[config.mk]
export PLATFORM = sky130hd
export DESIGN_NAME = dma_descriptor_stream_port
export DESIGN_NICKNAME = d
export VERILOG_FILES = /design/src/logic/dma_desc_pkg.sv /design/src/logic/dma_descriptor_stream_port.sv
export SDC_FILE = /design/constraint.sdc
export NUM_CORES = 1
export LEC_CHECK = 0
export BUFFER_PORTS_ARGS = -buffer_cell sky130_fd_sc_hd__buf_2
export CAP_MARGIN = 20
export CORE_MARGIN = 2
export CORE_UTILIZATION = 26
export CTS_CLUSTER_SIZE = 24
export DETAILED_ROUTE_END_ITERATION = 6
export PLACE_DENSITY = 0.46
export SLEW_MARGIN = 30
export SYNTH_ARGS = -nofsm -noshare
export SYNTH_HDL_FRONTEND = slang
export SYNTH_SLANG_ARGS = --single-unit
[constraint.sdc]
create_clock -name clk_sys -period 2.8 [get_ports clk_sys]
set_clock_uncertainty 0.2 [all_clocks]
set_input_delay 0.56 -clock clk_sys [delete_from_list [all_inputs] [get_ports clk_sys]]
set_output_delay 0.56 -clock clk_sys [all_outputs]
set_load 0.005 [all_outputs]
[src/logic/dma_desc_pkg.sv]
// constants, register map and state type of the descriptor stream controller
`default_nettype none
package dma_desc_pkg;

  // descriptor instruction layout
  localparam int DESC_W = 160;
  localparam int WORD_W = 32;
  localparam int SRC_LO_LSB = 0;
  localparam int SRC_HI_LSB = 32;
  localparam int DST_LO_LSB = 64;
  localparam int DST_HI_LSB = 96;
  localparam int LEN_LSB = 128;
  localparam int LEN_W = 18;
  localparam int TAG_LSB = 146;
  localparam int TAG_W = 8;
  localparam int RSVD_LSB = 154;
  localparam int RSVD_W = 5;
  localparam int IMM_BIT = 159;

  // status word layout
  localparam int STAT_DONE_BIT = 8;
  localparam int STAT_KEEP_W = 9;

  // instruction port handshake
  localparam int READY_LATENCY = 3;
  localparam int HIST_W = READY_LATENCY - 1;

  // channels
  localparam int NUM_CH = 2;
  localparam int CH_RD = 0;
  localparam int CH_WR = 1;

  // register byte offsets
  localparam logic [7:0] REG_SRC_LO = 8'h00;
  localparam logic [7:0] REG_SRC_HI = 8'h04;
  localparam logic [7:0] REG_DST_LO = 8'h08;
  localparam logic [7:0] REG_DST_HI = 8'h0C;
  localparam logic [7:0] REG_LEN = 8'h10;
  localparam logic [7:0] REG_TAG = 8'h14;
  localparam logic [7:0] REG_CMD = 8'h18;
  localparam logic [7:0] REG_STATE = 8'h1C;
  localparam logic [7:0] REG_IRQ_STAT = 8'h20;
  localparam logic [7:0] REG_IRQ_MASK = 8'h24;
  localparam logic [7:0] REG_RD_LAST = 8'h28;
  localparam logic [7:0] REG_WR_LAST = 8'h2C;

  // register fields
  localparam int TAGREG_IMM_BIT = 8;
  localparam int IRQ_RD_DONE = 0;
  localparam int IRQ_WR_DONE = 1;
  localparam int IRQ_REJECT = 2;
  localparam int IRQ_W = 3;

  typedef enum logic [1:0]
  {
    CH_IDLE = 2'b00,
    CH_WAIT = 2'b01,
    CH_SEND = 2'b11
  } chState_t;

  typedef struct packed
  {
    logic ack;
    logic [WORD_W-1:0] rdData;
    logic [WORD_W-1:0] srcLo;
    logic [WORD_W-1:0] srcHi;
    logic [WORD_W-1:0] dstLo;
    logic [WORD_W-1:0] dstHi;
    logic [LEN_W-1:0] len;
    logic [TAG_W-1:0] tag;
    logic imm;
    logic [IRQ_W-1:0] irqStat;
    logic [IRQ_W-1:0] irqMask;
    logic irq;
    logic [NUM_CH-1:0][STAT_KEEP_W-1:0] last;
    chState_t [NUM_CH-1:0] st;
    logic [NUM_CH-1:0][DESC_W-1:0] desc;
    logic [NUM_CH-1:0] valid;
    logic [NUM_CH-1:0][HIST_W-1:0] hist;
  } ctrlState_t;

endpackage
`default_nettype wire

[src/logic/dma_descriptor_stream_port.sv]
// descriptor controller driving the read and write engine instruction ports
`timescale 1ns/1ps
`default_nettype none

// Operation
// - each transfer leaves as one 160-bit descriptor word
// - read port: valid only three cycles after ready was seen
// - write port: same three-cycle ready latency discipline
// - valid high exactly in the cycle holding the descriptor
// - bits 31:0 source low address, dword aligned
// - bits 63:32 source high address
// - bits 95:64 destination low address, dword aligned
// - bits 127:96 destination high address
// - bits 145:128 dword length, nonzero, at most 1 MB minus 4
// - bits 153:146 carry the transfer tag
// - immediate write payload sits in the source low field
module dma_descriptor_stream_port
  import dma_desc_pkg::*;
(
  input wire logic clk_sys,
  input wire logic reset_n,
  input wire logic wb_cyc_i,
  input wire logic wb_stb_i,
  input wire logic wb_we_i,
  input wire logic [7:0] wb_adr_i,
  input wire logic [3:0] wb_sel_i,
  input wire logic [31:0] wb_dat_i,
  output wire logic [31:0] wb_dat_o,
  output wire logic wb_ack_o,
  output wire logic irq,
  output wire logic [DESC_W-1:0] rdDescInBus,
  output wire logic rdDescInValid,
  input wire logic rdDescInReady,
  output wire logic [DESC_W-1:0] wrDescInBus,
  output wire logic wrDescInValid,
  input wire logic wrDescInReady,
  input wire logic [WORD_W-1:0] rdStatusOutBus,
  input wire logic rdStatusOutValid,
  input wire logic [WORD_W-1:0] wrStatusOutBus,
  input wire logic wrStatusOutValid
);

  // ----------------------------------------------------------------
  // state and channel views
  // ----------------------------------------------------------------
  ctrlState_t s_q;
  ctrlState_t s_d;
  logic [NUM_CH-1:0] readyIn;
  logic [NUM_CH-1:0] statValid;
  logic [NUM_CH-1:0][WORD_W-1:0] statBus;

  assign readyIn = {wrDescInReady, rdDescInReady};
  assign statValid = {wrStatusOutValid, rdStatusOutValid};
  assign statBus = {wrStatusOutBus, rdStatusOutBus};

  // ----------------------------------------------------------------
  // helpers
  // ----------------------------------------------------------------
  function automatic logic [WORD_W-1:0] mergeBytes(
    input logic [WORD_W-1:0] oldVal,
    input logic [WORD_W-1:0] newVal,
    input logic [3:0] sel
  );
    logic [WORD_W-1:0] r;
    r = oldVal;
    for (int b = 0; b < 4; b++)
    begin
      if (sel[b])
      begin
        r[8*b +: 8] = newVal[8*b +: 8];
      end
    end
    return r;
  endfunction

  function automatic logic [DESC_W-1:0] buildDesc(
    input ctrlState_t s,
    input logic immWrite
  );
    logic [DESC_W-1:0] d;
    d = '0;
    d[SRC_LO_LSB +: WORD_W] = s.srcLo;
    d[SRC_HI_LSB +: WORD_W] = s.srcHi;
    d[DST_LO_LSB +: WORD_W] = s.dstLo;
    d[DST_HI_LSB +: WORD_W] = s.dstHi;
    d[LEN_LSB +: LEN_W] = s.len;
    d[TAG_LSB +: TAG_W] = s.tag;
    d[RSVD_LSB +: RSVD_W] = '0;
    d[IMM_BIT] = immWrite;
    return d;
  endfunction

  // ----------------------------------------------------------------
  // next state
  // ----------------------------------------------------------------
  always_comb
  begin
    logic req;
    logic wrEn;
    logic [WORD_W-1:0] rd;
    logic [NUM_CH-1:0] launch;
    logic [NUM_CH-1:0] descOk;
    logic [IRQ_W-1:0] clr;
    logic [IRQ_W-1:0] set;
    logic immWr;
    req = 1'b0;
    wrEn = 1'b0;
    rd = '0;
    launch = '0;
    descOk = '0;
    clr = '0;
    set = '0;
    immWr = 1'b0;
    s_d = s_q;

    // wishbone slave: one-cycle answer, unmapped reads zero
    req = wb_cyc_i && wb_stb_i && !s_q.ack;
    wrEn = req && wb_we_i;
    s_d.ack = req;

    if (wb_adr_i == REG_SRC_LO)
    begin
      rd = s_q.srcLo;
    end
    else if (wb_adr_i == REG_SRC_HI)
    begin
      rd = s_q.srcHi;
    end
    else if (wb_adr_i == REG_DST_LO)
    begin
      rd = s_q.dstLo;
    end
    else if (wb_adr_i == REG_DST_HI)
    begin
      rd = s_q.dstHi;
    end
    else if (wb_adr_i == REG_LEN)
    begin
      rd[LEN_W-1:0] = s_q.len;
    end
    else if (wb_adr_i == REG_TAG)
    begin
      rd[TAG_W-1:0] = s_q.tag;
      rd[TAGREG_IMM_BIT] = s_q.imm;
    end
    else if (wb_adr_i == REG_STATE)
    begin
      rd[3:0] = {s_q.st[CH_WR], s_q.st[CH_RD]};
      rd[5:4] = readyIn;
    end
    else if (wb_adr_i == REG_IRQ_STAT)
    begin
      rd[IRQ_W-1:0] = s_q.irqStat;
    end
    else if (wb_adr_i == REG_IRQ_MASK)
    begin
      rd[IRQ_W-1:0] = s_q.irqMask;
    end
    else if (wb_adr_i == REG_RD_LAST)
    begin
      rd[STAT_KEEP_W-1:0] = s_q.last[CH_RD];
    end
    else if (wb_adr_i == REG_WR_LAST)
    begin
      rd[STAT_KEEP_W-1:0] = s_q.last[CH_WR];
    end
    if (req)
    begin
      s_d.rdData = wb_we_i ? '0 : rd;
    end

    if (wrEn)
    begin
      if (wb_adr_i == REG_SRC_LO)
      begin
        s_d.srcLo = mergeBytes(s_q.srcLo, wb_dat_i, wb_sel_i);
      end
      else if (wb_adr_i == REG_SRC_HI)
      begin
        s_d.srcHi = mergeBytes(s_q.srcHi, wb_dat_i, wb_sel_i);
      end
      else if (wb_adr_i == REG_DST_LO)
      begin
        s_d.dstLo = mergeBytes(s_q.dstLo, wb_dat_i, wb_sel_i);
      end
      else if (wb_adr_i == REG_DST_HI)
      begin
        s_d.dstHi = mergeBytes(s_q.dstHi, wb_dat_i, wb_sel_i);
      end
      else if (wb_adr_i == REG_LEN)
      begin
        s_d.len = LEN_W'(mergeBytes(WORD_W'(s_q.len), wb_dat_i, wb_sel_i));
      end
      else if (wb_adr_i == REG_TAG)
      begin
        if (wb_sel_i[0])
        begin
          s_d.tag = wb_dat_i[TAG_W-1:0];
        end
        if (wb_sel_i[1])
        begin
          s_d.imm = wb_dat_i[TAGREG_IMM_BIT];
        end
      end
      else if (wb_adr_i == REG_CMD)
      begin
        launch = wb_dat_i[NUM_CH-1:0] & {NUM_CH{wb_sel_i[0]}};
      end
      else if (wb_adr_i == REG_IRQ_STAT)
      begin
        clr = wb_dat_i[IRQ_W-1:0] & {IRQ_W{wb_sel_i[0]}};
      end
      else if (wb_adr_i == REG_IRQ_MASK)
      begin
        if (wb_sel_i[0])
        begin
          s_d.irqMask = wb_dat_i[IRQ_W-1:0];
        end
      end
    end

    // length nonzero; 18 bits cannot exceed the maximum
    // immediate payload in source low is not an address
    immWr = s_q.imm;
    descOk[CH_RD] = (s_q.len != '0) && (s_q.srcLo[1:0] == 2'b00) && (s_q.dstLo[1:0] == 2'b00);
    descOk[CH_WR] = (s_q.len != '0) && (s_q.dstLo[1:0] == 2'b00) && (immWr || (s_q.srcLo[1:0] == 2'b00));

    for (int ch = 0; ch < NUM_CH; ch++)
    begin
      // ready history, bit HIST_W-1 is ready of two cycles back
      s_d.hist[ch] = {s_q.hist[ch][HIST_W-2:0], readyIn[ch]};

      case (s_q.st[ch])
        CH_IDLE:
        begin
          if (launch[ch] && descOk[ch])
          begin
            // read engine: host source, local destination
            // write engine: local source, host destination
            s_d.desc[ch] = buildDesc(s_q, (ch == CH_WR) ? immWr : 1'b0);
            s_d.st[ch] = CH_WAIT;
          end
          else if (launch[ch])
          begin
            set[IRQ_REJECT] = 1'b1;
          end
        end
        CH_WAIT:
        begin
          if (launch[ch])
          begin
            set[IRQ_REJECT] = 1'b1;
          end
          // read slot three cycles after ready
          // write slot three cycles after ready
          if (s_q.hist[ch][HIST_W-1])
          begin
            s_d.st[ch] = CH_SEND;
          end
        end
        CH_SEND:
        begin
          if (launch[ch])
          begin
            set[IRQ_REJECT] = 1'b1;
          end
          s_d.st[ch] = CH_IDLE;
        end
        default:
        begin
          s_d.st[ch] = CH_IDLE;
        end
      endcase

      // valid only in the descriptor cycle
      s_d.valid[ch] = (s_d.st[ch] == CH_SEND);

      if (statValid[ch])
      begin
        s_d.last[ch] = statBus[ch][STAT_KEEP_W-1:0];
        if (statBus[ch][STAT_DONE_BIT])
        begin
          set[ch] = 1'b1;
        end
      end
    end

    // sticky events: a set in the clearing cycle wins
    s_d.irqStat = (s_q.irqStat & ~clr) | set;
    s_d.irq = |(s_d.irqStat & s_d.irqMask);
  end

  // ----------------------------------------------------------------
  // state register
  // ----------------------------------------------------------------
  always_ff @(posedge clk_sys)
  begin
    if (!reset_n)
    begin
      s_q <= '0;
    end
    else
    begin
      s_q <= s_d;
    end
  end

  // ----------------------------------------------------------------
  // outputs
  // ----------------------------------------------------------------
  assign wb_dat_o = s_q.rdData;
  assign wb_ack_o = s_q.ack;
  assign irq = s_q.irq;
  assign rdDescInBus = s_q.desc[CH_RD];
  assign rdDescInValid = s_q.valid[CH_RD];
  assign wrDescInBus = s_q.desc[CH_WR];
  assign wrDescInValid = s_q.valid[CH_WR];

endmodule
`default_nettype wire

# [Yosys cells after proc, flatten, opt, wreduce, memory -nomap -nowiden]
# Cells that the tools add are included.
[totals] latch_bits=0 mem_bits_rw=0 output_inout_bits=356 romBits=0 memories=0 regBits=532
[op_classes] shifts=0 muxes=61 add_sub_neg=0 n_mul=0 n_div=0 order_cmp=0 n_bitwise=11 eq_ne=17 reduce_logical=43
[ops] operator="32-bit 2-to-1 mux" n=4
[ops] operator="3-bit 2-to-1 mux" n=23
[ops] operator="9-bit 2-to-1 mux" n=5
[ops] operator="8-bit by 5-bit equality test with 1-bit output (second input constant)" n=4
[ops] operator="8-bit by 6-bit equality test with 1-bit output (second input constant)" n=4
[ops] operator="2-bit 2-to-1 mux" n=12
[ops] operator="6-bit AND reduction" n=4
[ops] operator="7-bit AND reduction" n=3
[ops] operator="5-bit AND reduction" n=4
[ops] operator="18-bit 2-to-1 mux" n=1
[ops] operator="6-bit 2-to-1 mux" n=3
[ops] operator="18-bit nonzero test" n=1
[ops] operator="8-bit by 4-bit equality test with 1-bit output (second input constant)" n=2
[ops] operator="4-bit AND reduction" n=4
[ops] operator="8-bit AND reduction" n=2
[ops] operator="14-bit 2-to-1 mux" n=1
[ops] operator="3-bit AND reduction" n=4
[ops] operator="3-bit AND" n=3
[ops] operator="1-bit logical AND" n=9
[ops] operator="2-bit equality test (second input constant)" n=4
[ops] operator="8-bit by 3-bit equality test with 1-bit output (second input constant)" n=1
[ops] operator="2-bit logical NOT" n=4
[ops] operator="8-bit logical NOT" n=1
[ops] operator="1-bit 2-to-1 mux" n=8
[ops] operator="12 further kinds" n=21

# [Depth between registers and ports, before layout]
[depth] word_depth=18 mapped_depth=11 mapped_depth_nobuf=6

# [Worst setup path after synthesis]
# OpenSTA, ideal clock, no wires.
[synth_timing] kind="input to register" from="in wb_adr_i[5]" to="reg s_q, in the netlist rdDescInBus[129]" path_slack_ns=0.035 path_buffers=4 t_required_ns=2.468 cell_stages=10 arrival_ns=2.432 cell_sequence="or4b_1 > buf_2 > nor2_4 > nand4_4 > or3_1 > buf_2 > buf_2 > buf_2 > nand2_1 > a21oi_1"
[synth_via] elab_chain_cells=11 elab_cells_between_ends=17 cone_classes="6 x eq/ne; 8 x mux; 3 x reduce/logical"
[synth_lines] item="from (decl)" line="dma_descriptor_stream_port.sv:25" source="input wire logic [7:0] wb_adr_i,"
[synth_lines] item="8-bit by 5-bit equality test with 1-bit output" line="dma_descriptor_stream_port.sv:205" source="else if (wb_adr_i == REG_CMD)"
[synth_lines] item="2-bit 2-to-1 mux" line="dma_descriptor_stream_port.sv:205"
[synth_lines] item="2-bit 2-to-1 mux" line="dma_descriptor_stream_port.sv:194" source="else if (wb_adr_i == REG_TAG)"
[synth_lines] item="2-bit 2-to-1 mux" line="dma_descriptor_stream_port.sv:190" source="else if (wb_adr_i == REG_LEN)"
[synth_lines] item="2-bit 2-to-1 mux" line="dma_descriptor_stream_port.sv:186" source="else if (wb_adr_i == REG_DST_HI)"
[synth_lines] item="2-bit 2-to-1 mux" line="dma_descriptor_stream_port.sv:182" source="else if (wb_adr_i == REG_DST_LO)"
[synth_lines] item="2-bit 2-to-1 mux" line="dma_descriptor_stream_port.sv:178" source="else if (wb_adr_i == REG_SRC_HI)"
[synth_lines] item="2-bit 2-to-1 mux *" line="dma_descriptor_stream_port.sv:174" source="if (wb_adr_i == REG_SRC_LO)"
[synth_lines] item="2-bit 2-to-1 mux *" line="dma_descriptor_stream_port.sv:172" source="if (wrEn)"
[synth_lines] item="1-bit logical AND *" line="dma_descriptor_stream_port.sv:236" source="if (launch[ch] && descOk[ch])"
[synth_lines] item="2-bit AND reduction (no source line) *"
[synth_lines] item="to (signal assigned)" line="dma_descriptor_stream_port.sv:300" source="s_q <= '0;"
[synth_lines] item="to (signal assigned)" line="dma_descriptor_stream_port.sv:304" source="s_q <= s_d;"
[synth_lines] item="to (decl)" line="dma_descriptor_stream_port.sv:46" source="ctrlState_t s_q;"
# Every way passes the cells marked *; elsewhere a longest branch is shown, timed or not.
# A chain may end at the register's enable or synchronous reset.

# [Worst setup path in the final report]
[layout_timing] from="reg s_q, in the netlist wb_ack_o" to="reg s_q, in the netlist wrDescInBus[53]"
[layout_via] elab_chain_cells=6
[layout_lines] item="1-bit logical NOT" line="dma_descriptor_stream_port.sv:117" source="req = wb_cyc_i && wb_stb_i && !s_q.ack;"
[layout_lines] item="1-bit logical AND" line="dma_descriptor_stream_port.sv:117"
[layout_lines] item="1-bit logical AND" line="dma_descriptor_stream_port.sv:118" source="wrEn = req && wb_we_i;"
[layout_lines] item="2-bit 2-to-1 mux" line="dma_descriptor_stream_port.sv:172"
[layout_lines] item="1-bit logical AND" line="dma_descriptor_stream_port.sv:236"
[layout_lines] item="2-bit AND reduction (no source line)"
# Every way passes these cells.

==> impl_metrics.env <==
export IMPL_start_kind="flip-flop"
export IMPL_ff_latch_area_mm2=0.0107
export IMPL_hold_viol=0
export IMPL_cts_max_path_buffers=3
export IMPL_ys_seq_area_share_pct=47.4
export IMPL_synthFlopType="dfxtp_1"
export IMPL_synthTopCellsByCount="nand2_1, dfxtp_1, a21oi_1"
export IMPL_htreeDepth=3
export IMPL_syn2layout_area_growth_pct=17.6
export IMPL_worst_path_largest_cell_delay_ns=0.38
export IMPL_whs_ns=0.0401
export IMPL_drive_gt1_share_pct=23.1
export IMPL_maxSlewHeadroom_pct=51.3
export IMPL_path_max_fanout=30
export IMPL_core_mm2=0.0854
export IMPL_synth_area_leaders="dfxtp_1, nand2_1, buf_4, a21oi_1, mux2i_1"
export IMPL_rows=107
export IMPL_dieHeight_um=298
export IMPL_dpl_cell_area_mm2=0.0241
export IMPL_hold_path_class="in2reg"
export IMPL_totalPowerFinal_w=0.0167
export IMPL_firstDrtPassIters=7
export IMPL_arrival_ns=2.86
export IMPL_synth_cell_types=65
export IMPL_die_w_um=298
export IMPL_ant_nets=0
export IMPL_post_cts_setup_buffers=0
export IMPL_grt_max_degree=124
export IMPL_pre_cts_ws_ns=-0.306
export IMPL_clk_pin_slew_ns=0.06
export IMPL_cp_required_ns=3.12
export IMPL_cpMostUsedCell="buf_4"
export IMPL_fin_crit_sh_pct=90.9
export IMPL_via_per_inst=4.57
export IMPL_worst_path_max_delay_cell="nor4b_4"
export IMPL_async_flop_share_pct=0
export IMPL_die_area_mm2=0.0889
export IMPL_port_buffers=415
export IMPL_synth_edff_count=0
export IMPL_antenna_found_initial=10
export IMPL_end_kind="flip-flop"
export IMPL_critPathKind="reg2reg"
export IMPL_power_density_mw_per_mm2=633
export IMPL_ioPinCount=473
export IMPL_clockRootBuffer="clkbuf_16"
export IMPL_outcome="completed"
export IMPL_yosysTopAreaCell="dfxtp_1"
export IMPL_tightest_slew_ns=0.730
export IMPL_routed_wl_mm=87.9
export IMPL_multiInputGateArea_mm2=0.00850
export IMPL_setup_viol=0
export IMPL_period_minus_slack_ns=2.55
export IMPL_grt_pass1_vias=18200
export IMPL_grt_setup_unrepaired="no"
export IMPL_cts_tree="done"
export IMPL_crit_chain="and3b_1 > and3_1 > buf_4 > nand4_4 > nor4b_4 > buf_4 > buf_12 > nand2_1 > a21oi_1"
export IMPL_gp_congestion=0.848
export IMPL_leakage_nw=10.2
export IMPL_grt_usage_pct=19.1
export IMPL_nFillCells=9358
export IMPL_wire_per_inst_um=21.2
export IMPL_drc=0
export IMPL_avgSynthCellArea_um2=7.98
export IMPL_drtIter0Drc=1342
export IMPL_cap_violations=0
export IMPL_finalWorstSetupSlack_ns=0.253
export IMPL_yosys_warnings=0
export IMPL_ir_drop_uv=345
export IMPL_slew_violations=0
export IMPL_yosysMostFrequentCell="nand2_1"
export IMPL_vias=18900
export IMPL_synth_seq_cells=532
export IMPL_final_cell_area_mm2=0.0264
export IMPL_grt_first_pass_wirelength_mm=127
export IMPL_final_net_count=3067
export IMPL_overflow=0
export IMPL_start_util_pct=26.3
export IMPL_timing_fmax_mhz=393
export IMPL_hpwlAfterDp_mm=64.7
export IMPL_cts_made_buffers=67
export IMPL_synth_top_cell_area_share_pct=47.4
export IMPL_postSynthCellCount=2818
export IMPL_clock_latency_ns=0.60
export IMPL_clock_sinks=532
export IMPL_syn_area_mm2=0.0225
## worst paths after layout
check / slack [ns] / start / end / cells after the start
worst max-delay path: 0.25 / wb_ack_o / wrDescInBus[53] / 9
worst min-delay path: 0.04 / wrStatusOutBus[3] / s_q[342] / 3
worst max register to register: 0.25 / wb_ack_o / wrDescInBus[53] / 9
worst min register to register: 0.24 / s_d[3] / s_q[3] / 1
## area by class of cell
class                   count  area share (%)
repair buffers            577            13.8
inverters                   4          0.0852
well taps                1144            5.41
clock inverters            17           0.573
multi-input cells        1768            32.2
flip-flops and latches    532            40.3
clock buffers              95            7.67
diodes                      2          0.0189
## cell families (layout without fill, tap and decap cells)
family / count (synthesis) / count (layout) / synth area share (%)
mux: 61 / 61 / 2.85
simple gates: 1099 / 1099 / 19.9
other cells: 1 / 13 / 0.0167
compound gates: 597 / 597 / 14.6
flops: 532 / 532 / 47.4
buf+inv: 528 / 693 / 15.2
## where the power goes
| group | leakage, nW | total, W | switching, W | internal [W] |
|---|---|---|---|---|
| Clock | 1.09 | 0.00861 | 0.00340 | 0.00520 |
| Combinational | 4.86 | 0.000524 | 0.000358 | 0.000166 |
| Sequential | 4.29 | 0.00760 | 0.0000125 | 0.00759 |
## critical path: cells and delay by family, from the launching register on
family          cells  cell delay [ns]
simple gates        5             1.10
compound gates      1             0.15
flops               1             0.31
buf+inv             3             0.68
## metal layers
metal / wire length [um] / share of wire, % / vias to the layer above / global-route usage [%]
li1: - / - / 9262 / -
met1: 41400 / 47 / 8999 / 26.3
met2: 38600 / 44 / 524 / 29.3
met3: 5820 / 6.6 / 104 / 4.74
met4: 2060 / 2.3 / 16 / 5.80
met5: 105 / 0.12 / - / 0
## through the flow
stage | TNS (ns) | utilization [%] | instances
detailed placement | -48.43 | 28.2 | 4008
global route | 0 | 31.0 | 4139
floorplan | 0 | - | 2828
finish | 0 | 31.0 | 4139
CTS | 0 | 30.9 | 4137
global placement | -43.27 | 28.2 | 4008
## state kept, by name, indices dropped and copies added (netlist names)
register / flops
wb_ack_o: 1
wb_dat_o: 32
s_q: 185
wrDescInValid: 1
irq: 1
rdDescInValid: 1
wrDescInBus: 155
s_d: 2
rdDescInBus: 154
## cell usage in the layout, fill, tap and decap left out, types with 5 or more instances in the layout
cell type,netlist,routed
a21oi_1,465,465
a221o_1,9,9
a22oi_1,10,10
a2bb2oi_1,8,8
and2_1,5,5
and3_1,16,16
buf_12,0,25
buf_2,33,415
buf_4,353,120
clkbuf_1,121,8
clkbuf_16,0,71
clkbuf_8,0,16
clkinv_2,0,11
conb_1,1,11
dfxtp_1,532,532
dlygate4sd3_1,0,17
mux2i_1,55,55
nand2_1,877,877
nand3_1,68,68
nand4_1,5,5
nor2_1,82,79
nor2b_1,5,5
nor3_1,9,8
nor4_1,5,5
o211ai_1,5,5
o21ai_0,39,39
o221ai_1,16,16
o22ai_1,12,12
## timing repair
| item | CTS | global route |
|---|---|---|
| endpoints found under the hold margin | 17 | 0 |
| resized for setup | 0 | 0 |
| hold buffers | 17 | 0 |
| setup endpoints to repair | 0 | 0 |
(Power assumes the default switching activity.)
